--- src/rtl/cksr_consts.svh ---
// constants for the clock source, pll and reset control block
// assumes inclusion by bare name from rtl files
`ifndef CKSR_CONSTS_SVH
`define CKSR_CONSTS_SVH
`define CKSR_CLK_MHZ 25
`define CKSR_RST_PULSE_NS 50
// samples that a pulse of the least width is sure to span: rounds down, never below one
`define CKSR_RST_PULSE_CYC (((`CKSR_RST_PULSE_NS * `CKSR_CLK_MHZ) >= 1000) ? ((`CKSR_RST_PULSE_NS * `CKSR_CLK_MHZ) / 1000) : 1)
`define CKSR_IRC_KHZ 12000
`define CKSR_XTAL_MIN_KHZ 1000
`define CKSR_XTAL_MAX_KHZ 25000
`define CKSR_PLL_REF_MIN_KHZ 10000
`define CKSR_PLL_REF_MAX_KHZ 25000
`define CKSR_CCO_MIN_KHZ 156000
`define CKSR_CCO_MAX_KHZ 320000
`define CKSR_WDO_MIN_HZ 9400
`define CKSR_WDO_MAX_HZ 2300000
`define CKSR_LPO_KHZ 10
`define CKSR_MULT_MIN 1
`define CKSR_MULT_MAX 32
`define CKSR_RST_STRETCH 8'h10
// register offsets
`define CKSR_REG_CLKSEL 4'h0
`define CKSR_REG_PLLCFG 4'h1
`define CKSR_REG_PLLSRC 4'h2
`define CKSR_REG_WDOCFG 4'h3
`define CKSR_REG_LPOCFG 4'h4
`define CKSR_REG_BODCFG 4'h5
`define CKSR_REG_STATUS 4'h6
`define CKSR_REG_IRQ_STAT 4'h7
`define CKSR_REG_IRQ_MASK 4'h8
`define CKSR_REG_RSTSRC 4'h9
// irq bit positions
`define CKSR_IRQ_BOD 0
`define CKSR_IRQ_LOCK 1
`define CKSR_IRQ_SWREJ 2
`endif

--- src/rtl/cksr_pkg.sv ---
// types for the clock source, pll and reset control block
// assumes cksr_consts.svh is compiled alongside
package cksr_pkg;
    typedef enum logic [1:0] {CKSR_SRC_IRC = 2'h0, CKSR_SRC_PLL_IN = 2'h1, CKSR_SRC_PLL_OUT = 2'h3,
        CKSR_SRC_XTAL = 2'h2} cksr_src_e;
    typedef enum logic [1:0] {CKSR_PSRC_IRC = 2'h0, CKSR_PSRC_XTAL = 2'h1, CKSR_PSRC_EXT = 2'h3,
        CKSR_PSRC_RSV = 2'h2} cksr_psrc_e;
    typedef enum logic [1:0] {CKSR_SW_IDLE = 2'h0, CKSR_SW_OFF = 2'h1, CKSR_SW_ON = 2'h3} cksr_sw_e;
    typedef struct packed {
        logic [1:0] sel_req;
        logic [1:0] sel_cur;
        cksr_sw_e sw_st;
        logic [1:0] psrc;
        logic [4:0] msel;
        logic [1:0] psel;
        logic pll_pd;
        logic [8:0] wdo_cfg;
        logic lpo_en;
        logic lpo_run_lp;
        logic [1:0] bod_irq_lvl;
        logic [1:0] bod_rst_lvl;
        logic bod_rst_en;
        logic [2:0] irq_stat;
        logic [2:0] irq_mask;
        logic [3:0] rst_src;
        logic [7:0] rst_cnt;
        logic [1:0] pin_lo_cnt;
        logic [1:0] rst_pin_sy;
        logic [1:0] lock_sy;
        logic lock_d;
        logic [1:0] bod_sy;
        logic bod_d;
        logic [1:0] wdt_sy;
        logic [1:0] por_sy;
        logic [15:0] rdata;
        logic irq;
        logic chip_rst_n;
        logic irc_en;
        logic flash_init;
        logic [3:0] gate;
    } cksr_st_s;
endpackage

--- src/rtl/cksr_top.sv ---
// clock source selection, system pll control, chip reset and brownout logic
// assumes: oscillators, pll, clock gates and supply monitor are analog macros outside;
// register port is a plain strobe port on the same clock; async pins but bod_rst_det are synchronised here
//
// Function
// [RULE_01] after any reset the internal rc oscillator is the selected main clock
// [RULE_02] rc oscillator nominal 12 mhz feeds watchdog, cpu directly, or the pll
// [RULE_03] crystal oscillator 1 to 25 mhz feeds cpu directly or through the pll
// [RULE_04] watchdog oscillator frequency programmable 9.4 khz to 2.3 mhz for watchdog
// [RULE_05] low-power 10 khz oscillator clocks wake-up timer, may run in low-power modes
// [RULE_06] all oscillators but low-frequency one route to several consumers
// [RULE_07] external clock on clock or crystal pin stays at or below 25 mhz
// [RULE_08] pll reference lies between 10 and 25 mhz; software picks such source
// [RULE_09] pll feedback multiplier accepts every integer 1 through 32
// [RULE_10] cco stays 156 to 320 mhz by a loop post divider
// [RULE_11] chip reset from pin, watchdog, power-on and brownout sources
// [RULE_12] any chip reset starts rc oscillator and initialises flash controller
// [RULE_13] a low pulse of 50 ns or longer on reset pin resets device
// [RULE_14] on reset release registers hold defaults and fetch starts at address zero
// [RULE_15] supply below chosen brownout level raises interrupt, also pollable in status
// [RULE_16] four selectable brownout reset levels, chosen apart from interrupt level
// [RULE_17] main clock switch between rc, crystal and pll is glitch free
// [RULE_18] pll output not taken as main clock until pll reports lock
//
// The plain strobed port and the address map were chosen for this implementation.
`timescale 1ns/100ps
`include "cksr_consts.svh"
module cksr_top (
    input wire logic clock,
    input wire logic reset_n,
    input wire logic por_n,
    input wire logic rst_pin_n,
    input wire logic wdt_rst,
    input wire logic pll_lock,
    input wire logic bod_irq_det,
    input wire logic bod_rst_det,
    input wire logic [3:0] addr,
    input wire logic [15:0] wdata,
    input wire logic wr_stb,
    input wire logic rd_stb,
    output logic [15:0] rdata,
    output logic irq,
    output logic chip_rst_n,
    output logic irc_en,
    output logic flash_init,
    output logic [3:0] main_clk_gate,
    output logic [1:0] pll_src_sel,
    output logic [4:0] pll_msel,
    output logic [1:0] pll_psel,
    output logic pll_pd,
    output logic [8:0] wdo_cfg,
    output logic lpo_en,
    output logic lpo_run_lp,
    output logic [1:0] bod_irq_lvl,
    output logic [1:0] bod_rst_lvl,
    output logic boot_vector_zero
);
    // ====================================================
    // reset release
    logic [1:0] rst_sync_r;
    logic rst_n_i;
    cksr_pkg::cksr_st_s st_r;
    cksr_pkg::cksr_st_s st_nxt;

    // two-stage release of the async reset
    always_ff @(posedge clock or negedge reset_n)
    begin
        if (!reset_n)
            rst_sync_r <= 2'h0;
        else
            rst_sync_r <= {rst_sync_r[0], 1'b1};
    end
    assign rst_n_i = rst_sync_r[1];

    // ====================================================
    // helpers
    // one-hot gate enable for a main clock source code
    function automatic logic [3:0] src_gate(input logic [1:0] s);
        src_gate = 4'h1 << s;
    endfunction

    // register index match
    function automatic logic hit(input logic [3:0] a, input logic [3:0] off);
        hit = (a == off);
    endfunction

    // ====================================================
    // next state
    always_comb
    begin
        st_nxt = st_r;
        // synchronisers: first stage read only by the second
        st_nxt.rst_pin_sy = {st_r.rst_pin_sy[0], rst_pin_n};
        st_nxt.lock_sy = {st_r.lock_sy[0], pll_lock};
        st_nxt.bod_sy = {st_r.bod_sy[0], bod_irq_det};
        st_nxt.wdt_sy = {st_r.wdt_sy[0], wdt_rst};
        st_nxt.por_sy = {st_r.por_sy[0], por_n};
        st_nxt.lock_d = st_r.lock_sy[1];
        st_nxt.bod_d = st_r.bod_sy[1];

        // reset pin low counter: a 50 ns pulse always spans at least one 40 ns sample
        if (!st_r.rst_pin_sy[1])
        begin
            if (st_r.pin_lo_cnt != 2'h3)
                st_nxt.pin_lo_cnt = st_r.pin_lo_cnt + 2'h1;
        end
        else
            st_nxt.pin_lo_cnt = 2'h0;

        // chip reset sources and stretch
        if (st_r.pin_lo_cnt >= 2'(`CKSR_RST_PULSE_CYC)) // RULE_13
        begin
            st_nxt.rst_src[0] = 1'b1; // RULE_11
            st_nxt.rst_cnt = `CKSR_RST_STRETCH;
        end
        if (st_r.wdt_sy[1])
        begin
            st_nxt.rst_src[1] = 1'b1; // RULE_11
            st_nxt.rst_cnt = `CKSR_RST_STRETCH;
        end
        if (!st_r.por_sy[1])
        begin
            st_nxt.rst_src[2] = 1'b1; // RULE_11
            st_nxt.rst_cnt = `CKSR_RST_STRETCH;
        end
        if (bod_rst_det && st_r.bod_rst_en)
        begin
            st_nxt.rst_src[3] = 1'b1; // RULE_16
            st_nxt.rst_cnt = `CKSR_RST_STRETCH;
        end

        if (st_nxt.rst_cnt != 8'h00)
        begin
            // chip held: defaults restored, rc on, flash init
            st_nxt.chip_rst_n = 1'b0; // RULE_14
            st_nxt.irc_en = 1'b1; // RULE_12
            st_nxt.flash_init = 1'b1; // RULE_12
            st_nxt.sel_req = cksr_pkg::CKSR_SRC_IRC; // RULE_01
            st_nxt.sel_cur = cksr_pkg::CKSR_SRC_IRC; // RULE_01
            st_nxt.sw_st = cksr_pkg::CKSR_SW_IDLE;
            st_nxt.gate = src_gate(cksr_pkg::CKSR_SRC_IRC);
            st_nxt.psrc = cksr_pkg::CKSR_PSRC_IRC;
            st_nxt.msel = 5'h00;
            st_nxt.psel = 2'h0;
            st_nxt.pll_pd = 1'b1;
            st_nxt.irq_mask = 3'h0;
            st_nxt.irq_stat = 3'h0;
            st_nxt.wdo_cfg = 9'h000; // RULE_14
            st_nxt.lpo_en = 1'b1; // RULE_14
            st_nxt.lpo_run_lp = 1'b0;
            st_nxt.bod_irq_lvl = 2'h0;
            st_nxt.bod_rst_lvl = 2'h0;
            st_nxt.bod_rst_en = 1'b0;
            if (st_r.rst_cnt != 8'h00)
                st_nxt.rst_cnt = st_r.rst_cnt - 8'h01;
        end
        else
        begin
            st_nxt.chip_rst_n = 1'b1;
            st_nxt.flash_init = 1'b0;

            // sticky events, set beats the write-one clear
            if (wr_stb && hit(addr, `CKSR_REG_IRQ_STAT))
                st_nxt.irq_stat = st_r.irq_stat & ~wdata[2:0];
            if (st_r.bod_sy[1] && !st_r.bod_d)
                st_nxt.irq_stat[`CKSR_IRQ_BOD] = 1'b1; // RULE_15
            if (st_r.lock_sy[1] && !st_r.lock_d)
                st_nxt.irq_stat[`CKSR_IRQ_LOCK] = 1'b1;

            // register writes
            if (wr_stb)
            begin
                if (hit(addr, `CKSR_REG_CLKSEL))
                begin
                    if (wdata[1:0] == cksr_pkg::CKSR_SRC_PLL_OUT && !st_r.lock_sy[1])
                        st_nxt.irq_stat[`CKSR_IRQ_SWREJ] = 1'b1; // RULE_18
                    else if (wdata[1:0] != cksr_pkg::CKSR_SRC_PLL_IN)
                        st_nxt.sel_req = wdata[1:0]; // RULE_17
                end
                if (hit(addr, `CKSR_REG_PLLCFG))
                begin
                    st_nxt.msel = wdata[4:0]; // RULE_09
                    st_nxt.psel = wdata[6:5]; // RULE_10
                    st_nxt.pll_pd = wdata[7];
                end
                if (hit(addr, `CKSR_REG_PLLSRC))
                    st_nxt.psrc = wdata[1:0]; // RULE_02 RULE_03 RULE_08
                if (hit(addr, `CKSR_REG_WDOCFG))
                    st_nxt.wdo_cfg = wdata[8:0]; // RULE_04
                if (hit(addr, `CKSR_REG_LPOCFG))
                begin
                    st_nxt.lpo_en = wdata[0]; // RULE_05
                    st_nxt.lpo_run_lp = wdata[1]; // RULE_05
                end
                if (hit(addr, `CKSR_REG_BODCFG))
                begin
                    st_nxt.bod_irq_lvl = wdata[1:0]; // RULE_15
                    st_nxt.bod_rst_lvl = wdata[3:2]; // RULE_16
                    st_nxt.bod_rst_en = wdata[4];
                end
                if (hit(addr, `CKSR_REG_IRQ_MASK))
                    st_nxt.irq_mask = wdata[2:0];
                if (hit(addr, `CKSR_REG_RSTSRC))
                    st_nxt.rst_src = st_r.rst_src & ~wdata[3:0];
            end

            // glitch-free switch: gate all off for two cycles, then new on
            unique case (st_r.sw_st)
                cksr_pkg::CKSR_SW_IDLE:
                begin
                    if (st_r.sel_req != st_r.sel_cur)
                    begin
                        st_nxt.gate = 4'h0; // RULE_17
                        st_nxt.sw_st = cksr_pkg::CKSR_SW_OFF;
                    end
                end
                cksr_pkg::CKSR_SW_OFF:
                begin
                    st_nxt.sel_cur = st_r.sel_req;
                    st_nxt.sw_st = cksr_pkg::CKSR_SW_ON;
                end
                cksr_pkg::CKSR_SW_ON:
                begin
                    st_nxt.gate = src_gate(st_r.sel_cur); // RULE_17
                    st_nxt.sw_st = cksr_pkg::CKSR_SW_IDLE;
                end
                default:
                    st_nxt.sw_st = cksr_pkg::CKSR_SW_IDLE;
            endcase
            // lost lock while on pll output falls back to rc
            if (st_r.sel_cur == cksr_pkg::CKSR_SRC_PLL_OUT && !st_r.lock_sy[1]
                && st_r.sw_st == cksr_pkg::CKSR_SW_IDLE)
                st_nxt.sel_req = cksr_pkg::CKSR_SRC_IRC; // RULE_18
        end

        // read data, one cycle after the strobe
        st_nxt.rdata = 16'h0000;
        if (rd_stb)
        begin
            unique case (addr)
                `CKSR_REG_CLKSEL: st_nxt.rdata = {14'h0000, st_r.sel_cur};
                `CKSR_REG_PLLCFG: st_nxt.rdata = {8'h00, st_r.pll_pd, st_r.psel, st_r.msel};
                `CKSR_REG_PLLSRC: st_nxt.rdata = {14'h0000, st_r.psrc};
                `CKSR_REG_WDOCFG: st_nxt.rdata = {7'h00, st_r.wdo_cfg};
                `CKSR_REG_LPOCFG: st_nxt.rdata = {14'h0000, st_r.lpo_run_lp, st_r.lpo_en};
                `CKSR_REG_BODCFG: st_nxt.rdata = {11'h000, st_r.bod_rst_en, st_r.bod_rst_lvl,
                    st_r.bod_irq_lvl};
                `CKSR_REG_STATUS: st_nxt.rdata = {12'h000, (st_r.sw_st != cksr_pkg::CKSR_SW_IDLE),
                    st_r.lock_sy[1], st_r.bod_sy[1], 1'b0}; // RULE_15
                `CKSR_REG_IRQ_STAT: st_nxt.rdata = {13'h0000, st_r.irq_stat};
                `CKSR_REG_IRQ_MASK: st_nxt.rdata = {13'h0000, st_r.irq_mask};
                `CKSR_REG_RSTSRC: st_nxt.rdata = {12'h000, st_r.rst_src};
                default: st_nxt.rdata = 16'h0000;
            endcase
        end
        st_nxt.irq = |(st_nxt.irq_stat & st_nxt.irq_mask); // RULE_15
    end

    // ====================================================
    // state register
    always_ff @(posedge clock or negedge rst_n_i)
    begin
        if (!rst_n_i)
        begin
            st_r <= '0;
            st_r.sw_st <= cksr_pkg::CKSR_SW_IDLE;
            st_r.gate <= 4'h1;
            st_r.pll_pd <= 1'b1;
            st_r.irc_en <= 1'b1; // RULE_12
            st_r.flash_init <= 1'b1;
            st_r.rst_cnt <= `CKSR_RST_STRETCH;
            st_r.rst_src <= 4'h4;
            st_r.rst_pin_sy <= 2'h3;
            st_r.por_sy <= 2'h3;
            st_r.lpo_en <= 1'b1;
        end
        else
            st_r <= st_nxt;
    end

    // ====================================================
    // outputs, all from flops
    assign rdata = st_r.rdata;
    assign irq = st_r.irq;
    assign chip_rst_n = st_r.chip_rst_n; // RULE_14
    assign irc_en = st_r.irc_en;
    assign flash_init = st_r.flash_init;
    assign main_clk_gate = st_r.gate; // RULE_06
    assign pll_src_sel = st_r.psrc;
    assign pll_msel = st_r.msel;
    assign pll_psel = st_r.psel;
    assign pll_pd = st_r.pll_pd;
    assign wdo_cfg = st_r.wdo_cfg;
    assign lpo_en = st_r.lpo_en;
    assign lpo_run_lp = st_r.lpo_run_lp;
    assign bod_irq_lvl = st_r.bod_irq_lvl;
    assign bod_rst_lvl = st_r.bod_rst_lvl;
    assign boot_vector_zero = st_r.flash_init; // RULE_14
endmodule

--- config.mk ---
export PLATFORM = sky130hd
export DESIGN_NAME = cksr_top
export DESIGN_NICKNAME = d
export VERILOG_FILES = /design/src/rtl/cksr_pkg.sv /design/src/rtl/cksr_top.sv
export VERILOG_INCLUDE_DIRS = /design/src /design/src/rtl
export SDC_FILE = /design/constraint.sdc
export NUM_CORES = 1
export LEC_CHECK = 0
export BUFFER_PORTS_ARGS = -buffer_cell sky130_fd_sc_hd__clkbuf_2
export CORE_MARGIN = 1.5
export CORE_UTILIZATION = 55
export DETAILED_ROUTE_END_ITERATION = 16
export PLACE_DENSITY = 0.8
export SLEW_MARGIN = 20
export SYNTH_ARGS = -nofsm -noshare
export SYNTH_HDL_FRONTEND = slang
export SYNTH_SLANG_ARGS = --single-unit
--- constraint.sdc ---
create_clock -name clock -period 3 [get_ports clock]
set_input_delay 0.9 -clock clock [delete_from_list [all_inputs] [get_ports clock]]
set_output_delay 0.9 -clock clock [all_outputs]
set_load 0.02 [all_outputs]
==> summary.md, run 1 <==
| Metric | Value |
|---|---|
| Port bufs | 64 |
| Min-delay worst type | reg -> async |
| Asr flop ratio synth | 100.0% |
| VDD IR max | 0.0003352 V |
| Seq/Total Area, Yosys | 50.52% |
| Max Transition Viols Final | 0 |
| Worst setup EP type | flip-flop |
| Synthesized flop and latch total | 82 |
| Post-synth EDFFs | 0 |
| Synth-to-Final Area Change | 7.349% |
| WP buf/inv | 1 |
| Relative slew slack | 55.19% |
| Avg Cell Area, Syn | 10.22 um^2 |
| Post-CTS setup buffers | 0 |
| First-pass DRT Iterations | 4 |
| Leak pwr | 2.052 nW |
| Util after Layout | 60.80% |
| Clk slew on worst S/H paths | 80 ps |
| Final Hold Viols | 0 |
| Outcome | finished clean |
| CTS tree | yes |
| First-pass GRT wire length | 13,420 um |
| Synth Flop Type | dfrtp_1 |
| CP peak stage delay | 450 ps |
| Worst slew pin tran | 670.2 ps |
| Total power | 2.209 mW |
| RSZ-0062 raised after global routing | false |
| Die area | 7956 um^2 |
| Iter 0 DRT Violations | 221 |
| Max frequency | 450.5 MHz |
| H-tree levels | 3 |
| Root Driver | clkbuf_8 |
| DRC violations left | 0 |
| CP delay by family, top | simple AND/OR/NAND/NOR gates |
| Fillers | 638 |
| Die Height | 89.20 um |
| Largest net degree at the start of global routing | 81 |
| Synth warnings | 0 |
| Slowest-stage cell, CP | nor2b_1 |
| Cts hold-fix bufs | 0 |
| Via-to-Cell Ratio | 5.386 |
| Remaining Overflow, GRT | 0 |
| Pwr dens | 503.5 nW/um^2 |
| Total GRT Usage | 22.61% |
| Gate Count Post-Synth | 400 |
| ANT cells | 0 |
| Io pins | 80 |
| Final Skew | 10.63 ps |
| Max Cap Violations | 0 |
| Initial Util | 56.64% |
| Core Area | 7214 um^2 |
| Detail Route Antenna Nets | 0 |
| Setup Viol. Count Final | 0 |
| Critical path class | in -> reg |
| Share of layout cells above drive strength 1 | 27.27% |
| Part of the cycle the worst path needs | 74.00% |
| Worst Path Max Fanout | 12 |
| Syn Std Cell Area | 4086 um^2 |
| Routability congestion estimate | 0.9186 |
| Arr. time, crit path | 2460 ps |
| Num rows | 31 |
| Worst Path Required | 3240 ps |
| Storage cell area | 2068 um^2 |
| Fin crit period | 2220 ps |
| Worst Setup Start Kind | input port |
| CP cell instances | clkbuf_2, nor2b_1, and2_1, nand4_1, o2bb2ai_1, a211o_1 |
| CTS resizes | 0 |
| Via count | 2,844 |
| Area of the multi-input gates | 1569 um^2 |
| Vias in the first global route | 2,755 |
| Skew-Pair Late Insertion Delay | 360 ps |
| Inserted Clock Buffers | 9 |
| Initial antenna violation count | 0 |
| Synth cell types | 53 |
| Detailed Route WL | 8366 um |
| Final net count | 458 |
| Post-DP HPWL | 5681 um |
| Die width | 89.20 um |
| Drt wl/cell | 15.84 um |
| Clock sinks | 82 |
| Final setup TNS | 0 ps |
| Clock Path Buffers | 2 |
-- through the flow --
stage,setup slack [ps],std cells,hold WS [ps],cell area [um^2]
after floorplan,564.6,407,331.2,4113
after global placement,500.2,511,331.8,4156
after detailed placement,462.3,511,335.5,4156
after CTS,823.9,527,311.4,4359
after global routing,676.0,528,251.7,4387
final,780.1,528,230.2,4387
-- synth_stat cells (2+ instances only) --
| master | number | share of area [%] |
|---|---|---|
| a211oi_1 | 2 | 0.37 |
| a21bo_2 | 2 | 0.49 |
| a21oi_1 | 24 | 2.9 |
| a21oi_2 | 4 | 0.86 |
| a22o_1 | 2 | 0.43 |
| a22oi_1 | 3 | 0.55 |
| a32o_1 | 2 | 0.49 |
| and2_1 | 4 | 0.61 |
| and3_1 | 6 | 0.92 |
| buf_2 | 2 | 0.24 |
| buf_4 | 45 | 8.3 |
| buf_6 | 5 | 1.4 |
| clkbuf_1 | 14 | 1.3 |
| conb_1 | 2 | 0.18 |
| dfrtp_1 | 72 | 44 |
| dfstp_2 | 10 | 6.4 |
| ha_1 | 4 | 1.2 |
| inv_1 | 5 | 0.46 |
| mux2_2 | 3 | 0.83 |
| mux2i_1 | 28 | 6.9 |
| nand2_1 | 29 | 2.7 |
| nand2b_1 | 4 | 0.61 |
| nand3_1 | 18 | 2.2 |
| nand3b_1 | 3 | 0.55 |
| nand4_1 | 3 | 0.46 |
| nor2_1 | 52 | 4.8 |
| nor2b_1 | 9 | 1.4 |
| nor3_1 | 6 | 0.73 |
| o21ai_0 | 6 | 0.73 |
| o22ai_1 | 2 | 0.31 |
| o31ai_1 | 3 | 0.55 |
| xnor2_1 | 2 | 0.43 |
| xor2_1 | 4 | 0.86 |
-- registers in the layout, indices dropped and copies added, names as in the netlist, 2 cells and up --
register / flops
st_nxt: 7
rdata: 9
pll_psel: 2
st_r: 32
bod_irq_lvl: 2
main_clk_gate: 4
bod_rst_lvl: 2
rst_sync_r: 2
pll_msel: 5
wdo_cfg: 9
pll_src_sel: 2
-- path summary, 6_finish.rpt --
kind | from | end | slack, ps | cells past startpoint
worst max-delay path | addr[2] | irq | 780 | 6
max in group asynchronous | rst_sync_r[1] | st_r[42] | 2140 | 1
worst min register to register | rst_sync_r[1] | st_nxt[31] | 230 | 0
min in group clock | st_nxt[30] | st_nxt[28] | 350 | 0
worst max register to register | st_r[36] | irq | 1000 | 7
worst min-delay path | rst_sync_r[1] | st_nxt[31] | 230 | 0
-- power breakdown --
part | internal (mW) | switching (mW)
Clock | 0.390 | 0.427
Combinational | 0.0838 | 0.146
Sequential | 1.14 | 0.0246
-- layout by cell type (no fill, tap or decap), types with 5 or more instances in the layout --
master	n
nand2_1	29
a21oi_1	24
nor3_1	6
inv_1	5
mux2i_1	28
nor2b_1	9
nand3_1	18
dfrtp_1	71
o21ai_0	6
dfstp_2	10
clkbuf_8	9
nor2_1	52
buf_4	7
and3_1	6
clkbuf_2	64
conb_1	9
-- layout make-up --
class                           instances  area share [%]
Multi-Input combinational cell        253           35.77
Inverter                                6          0.5134
Timing Repair Buffer                   72           9.127
Sequential cell                        82           47.15
Clock inverter                          7           1.797
Clock buffer                            9           2.824
Tap cell                               99           2.824
-- logic make-up after synthesis --
| kind of cell | Yosys count | share of synthesized area (%) |
|---|---|---|
| flip-flops | 82 | 50.52 |
| other | 2 | 0.1838 |
| XOR/XNOR | 6 | 1.286 |
| multiplexers | 32 | 8.236 |
| AO/OA/AOI/OAI | 58 | 9.400 |
| buffers and inverters | 72 | 11.73 |
| adder cells (fa/ha/maj) | 4 | 1.225 |
| AND/OR/NAND/NOR | 144 | 17.42 |
-- worst register-to-register path, cell delays in order, from the launching register on --
cell and delay (ps):
dfrtp_1 390, inv_1 60, ha_1 220, nand4b_1 250
nor2_4 70, inv_2 430, nor2_1 160, a211o_1 320
-- layer usage --
| layer | global-route usage, % | vias up | part of all wire (%) | wire [um] |
|---|---|---|---|---|
| met5 | 0 | - | 0 | 0 |
| met4 | 10.07 | 0 | 2.0 | 166 |
| met3 | 5.171 | 17 | 5.8 | 485 |
| met2 | 34.59 | 104 | 47 | 3951 |
| met1 | 30.97 | 1372 | 45 | 3762 |
| li1 | - | 1351 | - | - |
(Power assumes the default switching activity.)
==> run 2, diff against run 1 <==
--- a/config.mk
+++ b/config.mk
@@ -8,9 +8,9 @@
 export LEC_CHECK = 0
 export BUFFER_PORTS_ARGS = -buffer_cell sky130_fd_sc_hd__clkbuf_2
 export CORE_MARGIN = 1.5
-export CORE_UTILIZATION = 55
+export CORE_UTILIZATION = 50
 export DETAILED_ROUTE_END_ITERATION = 16
-export PLACE_DENSITY = 0.8
+export PLACE_DENSITY = 0.76
 export SLEW_MARGIN = 20
 export SYNTH_ARGS = -nofsm -noshare
 export SYNTH_HDL_FRONTEND = slang
==> constraint.sdc (replaced) <==
create_clock -name clock -period 1.8 [get_ports clock]
set_input_delay 0.54 -clock clock [delete_from_list [all_inputs] [get_ports clock]]
set_output_delay 0.54 -clock clock [all_outputs]
set_load 0.02 [all_outputs]
==> run 2 against run 1 <==
  * The flow now finishes with violations (negative setup slack)
  * Wire length up 3.8%
  * Sequential power up 67%
  * Worst hold slack worse by 16 ps
  * Via count up 4.5%
  * Flip-flop and latch count unchanged
  * Final cell count up 6.6%
  * Sequential share of layout area down 2.9 points
  * Critical path depth down 2
  * Utilization down 1.0 points
  * Design area up 6.4%
==> summary.md, run 2 (synthesized netlist as in run 1, its figures left out) <==
| Metric | Value |
|---|---|
| Outcome | finished with violations |
| Violated checks | negative setup slack |
| Port bufs | 64 |
| Io pins | 80 |
| CP cell instances | or4_4, buf_4, or4_4, a21oi_2 |
| Arr. time, crit path | 2090 ps |
| Worst Path Required | 2080 ps |
| Depth of the most critical reg-to-reg path | 4 |
| Final Skew | 9.704 ps |
| Final instance area | 4669 um^2 |
| Min Hold Slack | 214.4 ps |
| First-pass DRT Iterations | 4 |
| Util after Layout | 59.81% |
| Die Height | 93.41 um |
| Part of the cycle the worst path needs | 100.3% |
| Max frequency | 554.0 MHz |
| Critical path class | reg -> reg |
| Storage cell area | 2068 um^2 |
| Vias in the first global route | 2,917 |
| Iter 0 DRT Violations | 158 |
| Clock Path Buffers | 2 |
| Clock sinks | 82 |
| Drt wl/cell | 15.43 um |
| Slowest-stage cell, CP | or4_4 |
| Setup Viol. Count Final | 1 |
| Area of the multi-input gates | 1602 um^2 |
| DRC violations left | 0 |
| Fillers | 668 |
| Initial antenna violation count | 0 |
| Max reg flops | 32 |
| Detail Route Antenna Nets | 0 |
| H-tree levels | 3 |
| Fin crit period | 1805 ps |
| Die width | 93.41 um |
| CTS tree | yes |
| Worst Setup Start Kind | flip-flop |
| Most frequent cells in the layout | dfrtp_1, clkbuf_2, nor2_1, buf_4, nand2_1 |
| RSZ-0062 raised after global routing | true |
| Worst Path Max Fanout | 4 |
| Inserted Clock Buffers | 9 |
| WP buf/inv | 1 |
| Placed inst area | 4425 um^2 |
| Via count | 2,972 |
| Largest net degree at the start of global routing | 61 |
| Initial Util | 52.34% |
| Core Area | 7807 um^2 |
| Total GRT Usage | 21.87% |
| Skew-Pair Late Insertion Delay | 360 ps |
| CP delay by family, top | simple AND/OR/NAND/NOR gates |
| Detailed Route WL | 8688 um |
| Die area | 8724 um^2 |
| Num rows | 32 |
| Via-to-Cell Ratio | 5.279 |
| Final WS setup | -5.033 ps |
| Root Driver | clkbuf_8 |
| CP peak stage delay | 540 ps |
| Clk slew on worst S/H paths | 80 ps |
| First-pass GRT wire length | 14,410 um |
| Largest Register | st_r |
| Pwr dens | 787.4 nW/um^2 |
| Crit path depth | 4 |
| Post-DP HPWL | 6390 um |
| Max Cap Violations | 0 |
| Remaining Overflow, GRT | 0 |
| ANT cells | 0 |
| Worst setup EP type | flip-flop |
| Final net count | 490 |
| Max Transition Viols Final | 0 |
| Final Hold Viols | 0 |
| Final setup TNS | -5.033 ps |
| Min-delay worst type | reg -> async |
| Leak pwr | 2.219 nW |
| Share of layout cells above drive strength 1 | 32.97% |
| Cell mode on critical path | or4_4 |
| Commonest non-fill, non-tap cell in the layout | dfrtp_1 |
| VDD IR max | 0.0003680 V |
| Routability congestion estimate | 0.8989 |
| Synth-to-Final Area Change | 14.27% |
run 2: cell count changes in the layout (fill, tap and decap cells not counted), sizes merged:
| cell | previous run | this run |
|---|---|---|
| buf | 8 | 39 |
| clkbuf | 73 | 74 |
| clkinv | 2 | 3 |
| clkinvlp | 3 | 2 |
| dlygate4sd3 | 0 | 1 |
| inv | 7 | 6 |
run 2: final cells by class:
type | instances | area share, %
Tap cell | 102 | 2.733
Multi-Input combinational cell | 253 | 34.30
Clock inverter | 6 | 1.447
Clock buffer | 10 | 2.733
Sequential cell | 82 | 44.29
Inverter | 6 | 0.5359
Timing Repair Buffer | 104 | 13.96
run 2: what timing repair did:
item,in CTS,in global routing
pin swaps,1,0
setup buffers,0,1
hold endpoints to repair,2,0
hold buffers,1,0
gates resized for setup,4,3
setup endpoints to repair,19,22
run 2: per-layer routing:
layer | share of wire, % | GRT usage [%] | wire, um | vias up
met1 | 44 | 28.64 | 3804 | 1437
met4 | 3.0 | 10.23 | 263 | 0
li1 | - | - | - | 1423
met2 | 48 | 33.51 | 4149 | 91
met5 | 0 | 0 | 0 | -
met3 | 5.4 | 6.098 | 470 | 21
run 2: stage by stage:
stage / setup slack, ps / instances / total power, mW
2_1_floorplan: 9.779 / 407 / 2.265
3_5_place_dp: -121.8 / 545 / 2.401
3_3_place_gp: -94.96 / 545 / 2.385
4_1_cts: 3.829 / 562 / 3.715
6_report: -5.033 / 563 / 3.677
5_1_grt: -41.75 / 563 / 3.873
run 2: path summary, 6_finish.rpt:
path                                    start         end  slack (ps)
min in group clock                  rst_pin_n  st_nxt[35]         260
worst min register to register  rst_sync_r[1]  st_nxt[33]         210
worst min-delay path            rst_sync_r[1]  st_nxt[33]         210
worst max-delay path                 st_r[39]    st_r[43]          -5
worst max register to register       st_r[39]    st_r[43]          -5
max in group asynchronous       rst_sync_r[1]      pll_pd         950
run 2: power by group:
group / total, mW / internal (mW) / switching (mW)
registers: 1.94 / 1.90 / 0.0426
logic: 0.445 / 0.186 / 0.259
clock network: 1.29 / 0.643 / 0.651
total: 3.68 / 2.72 / 0.953
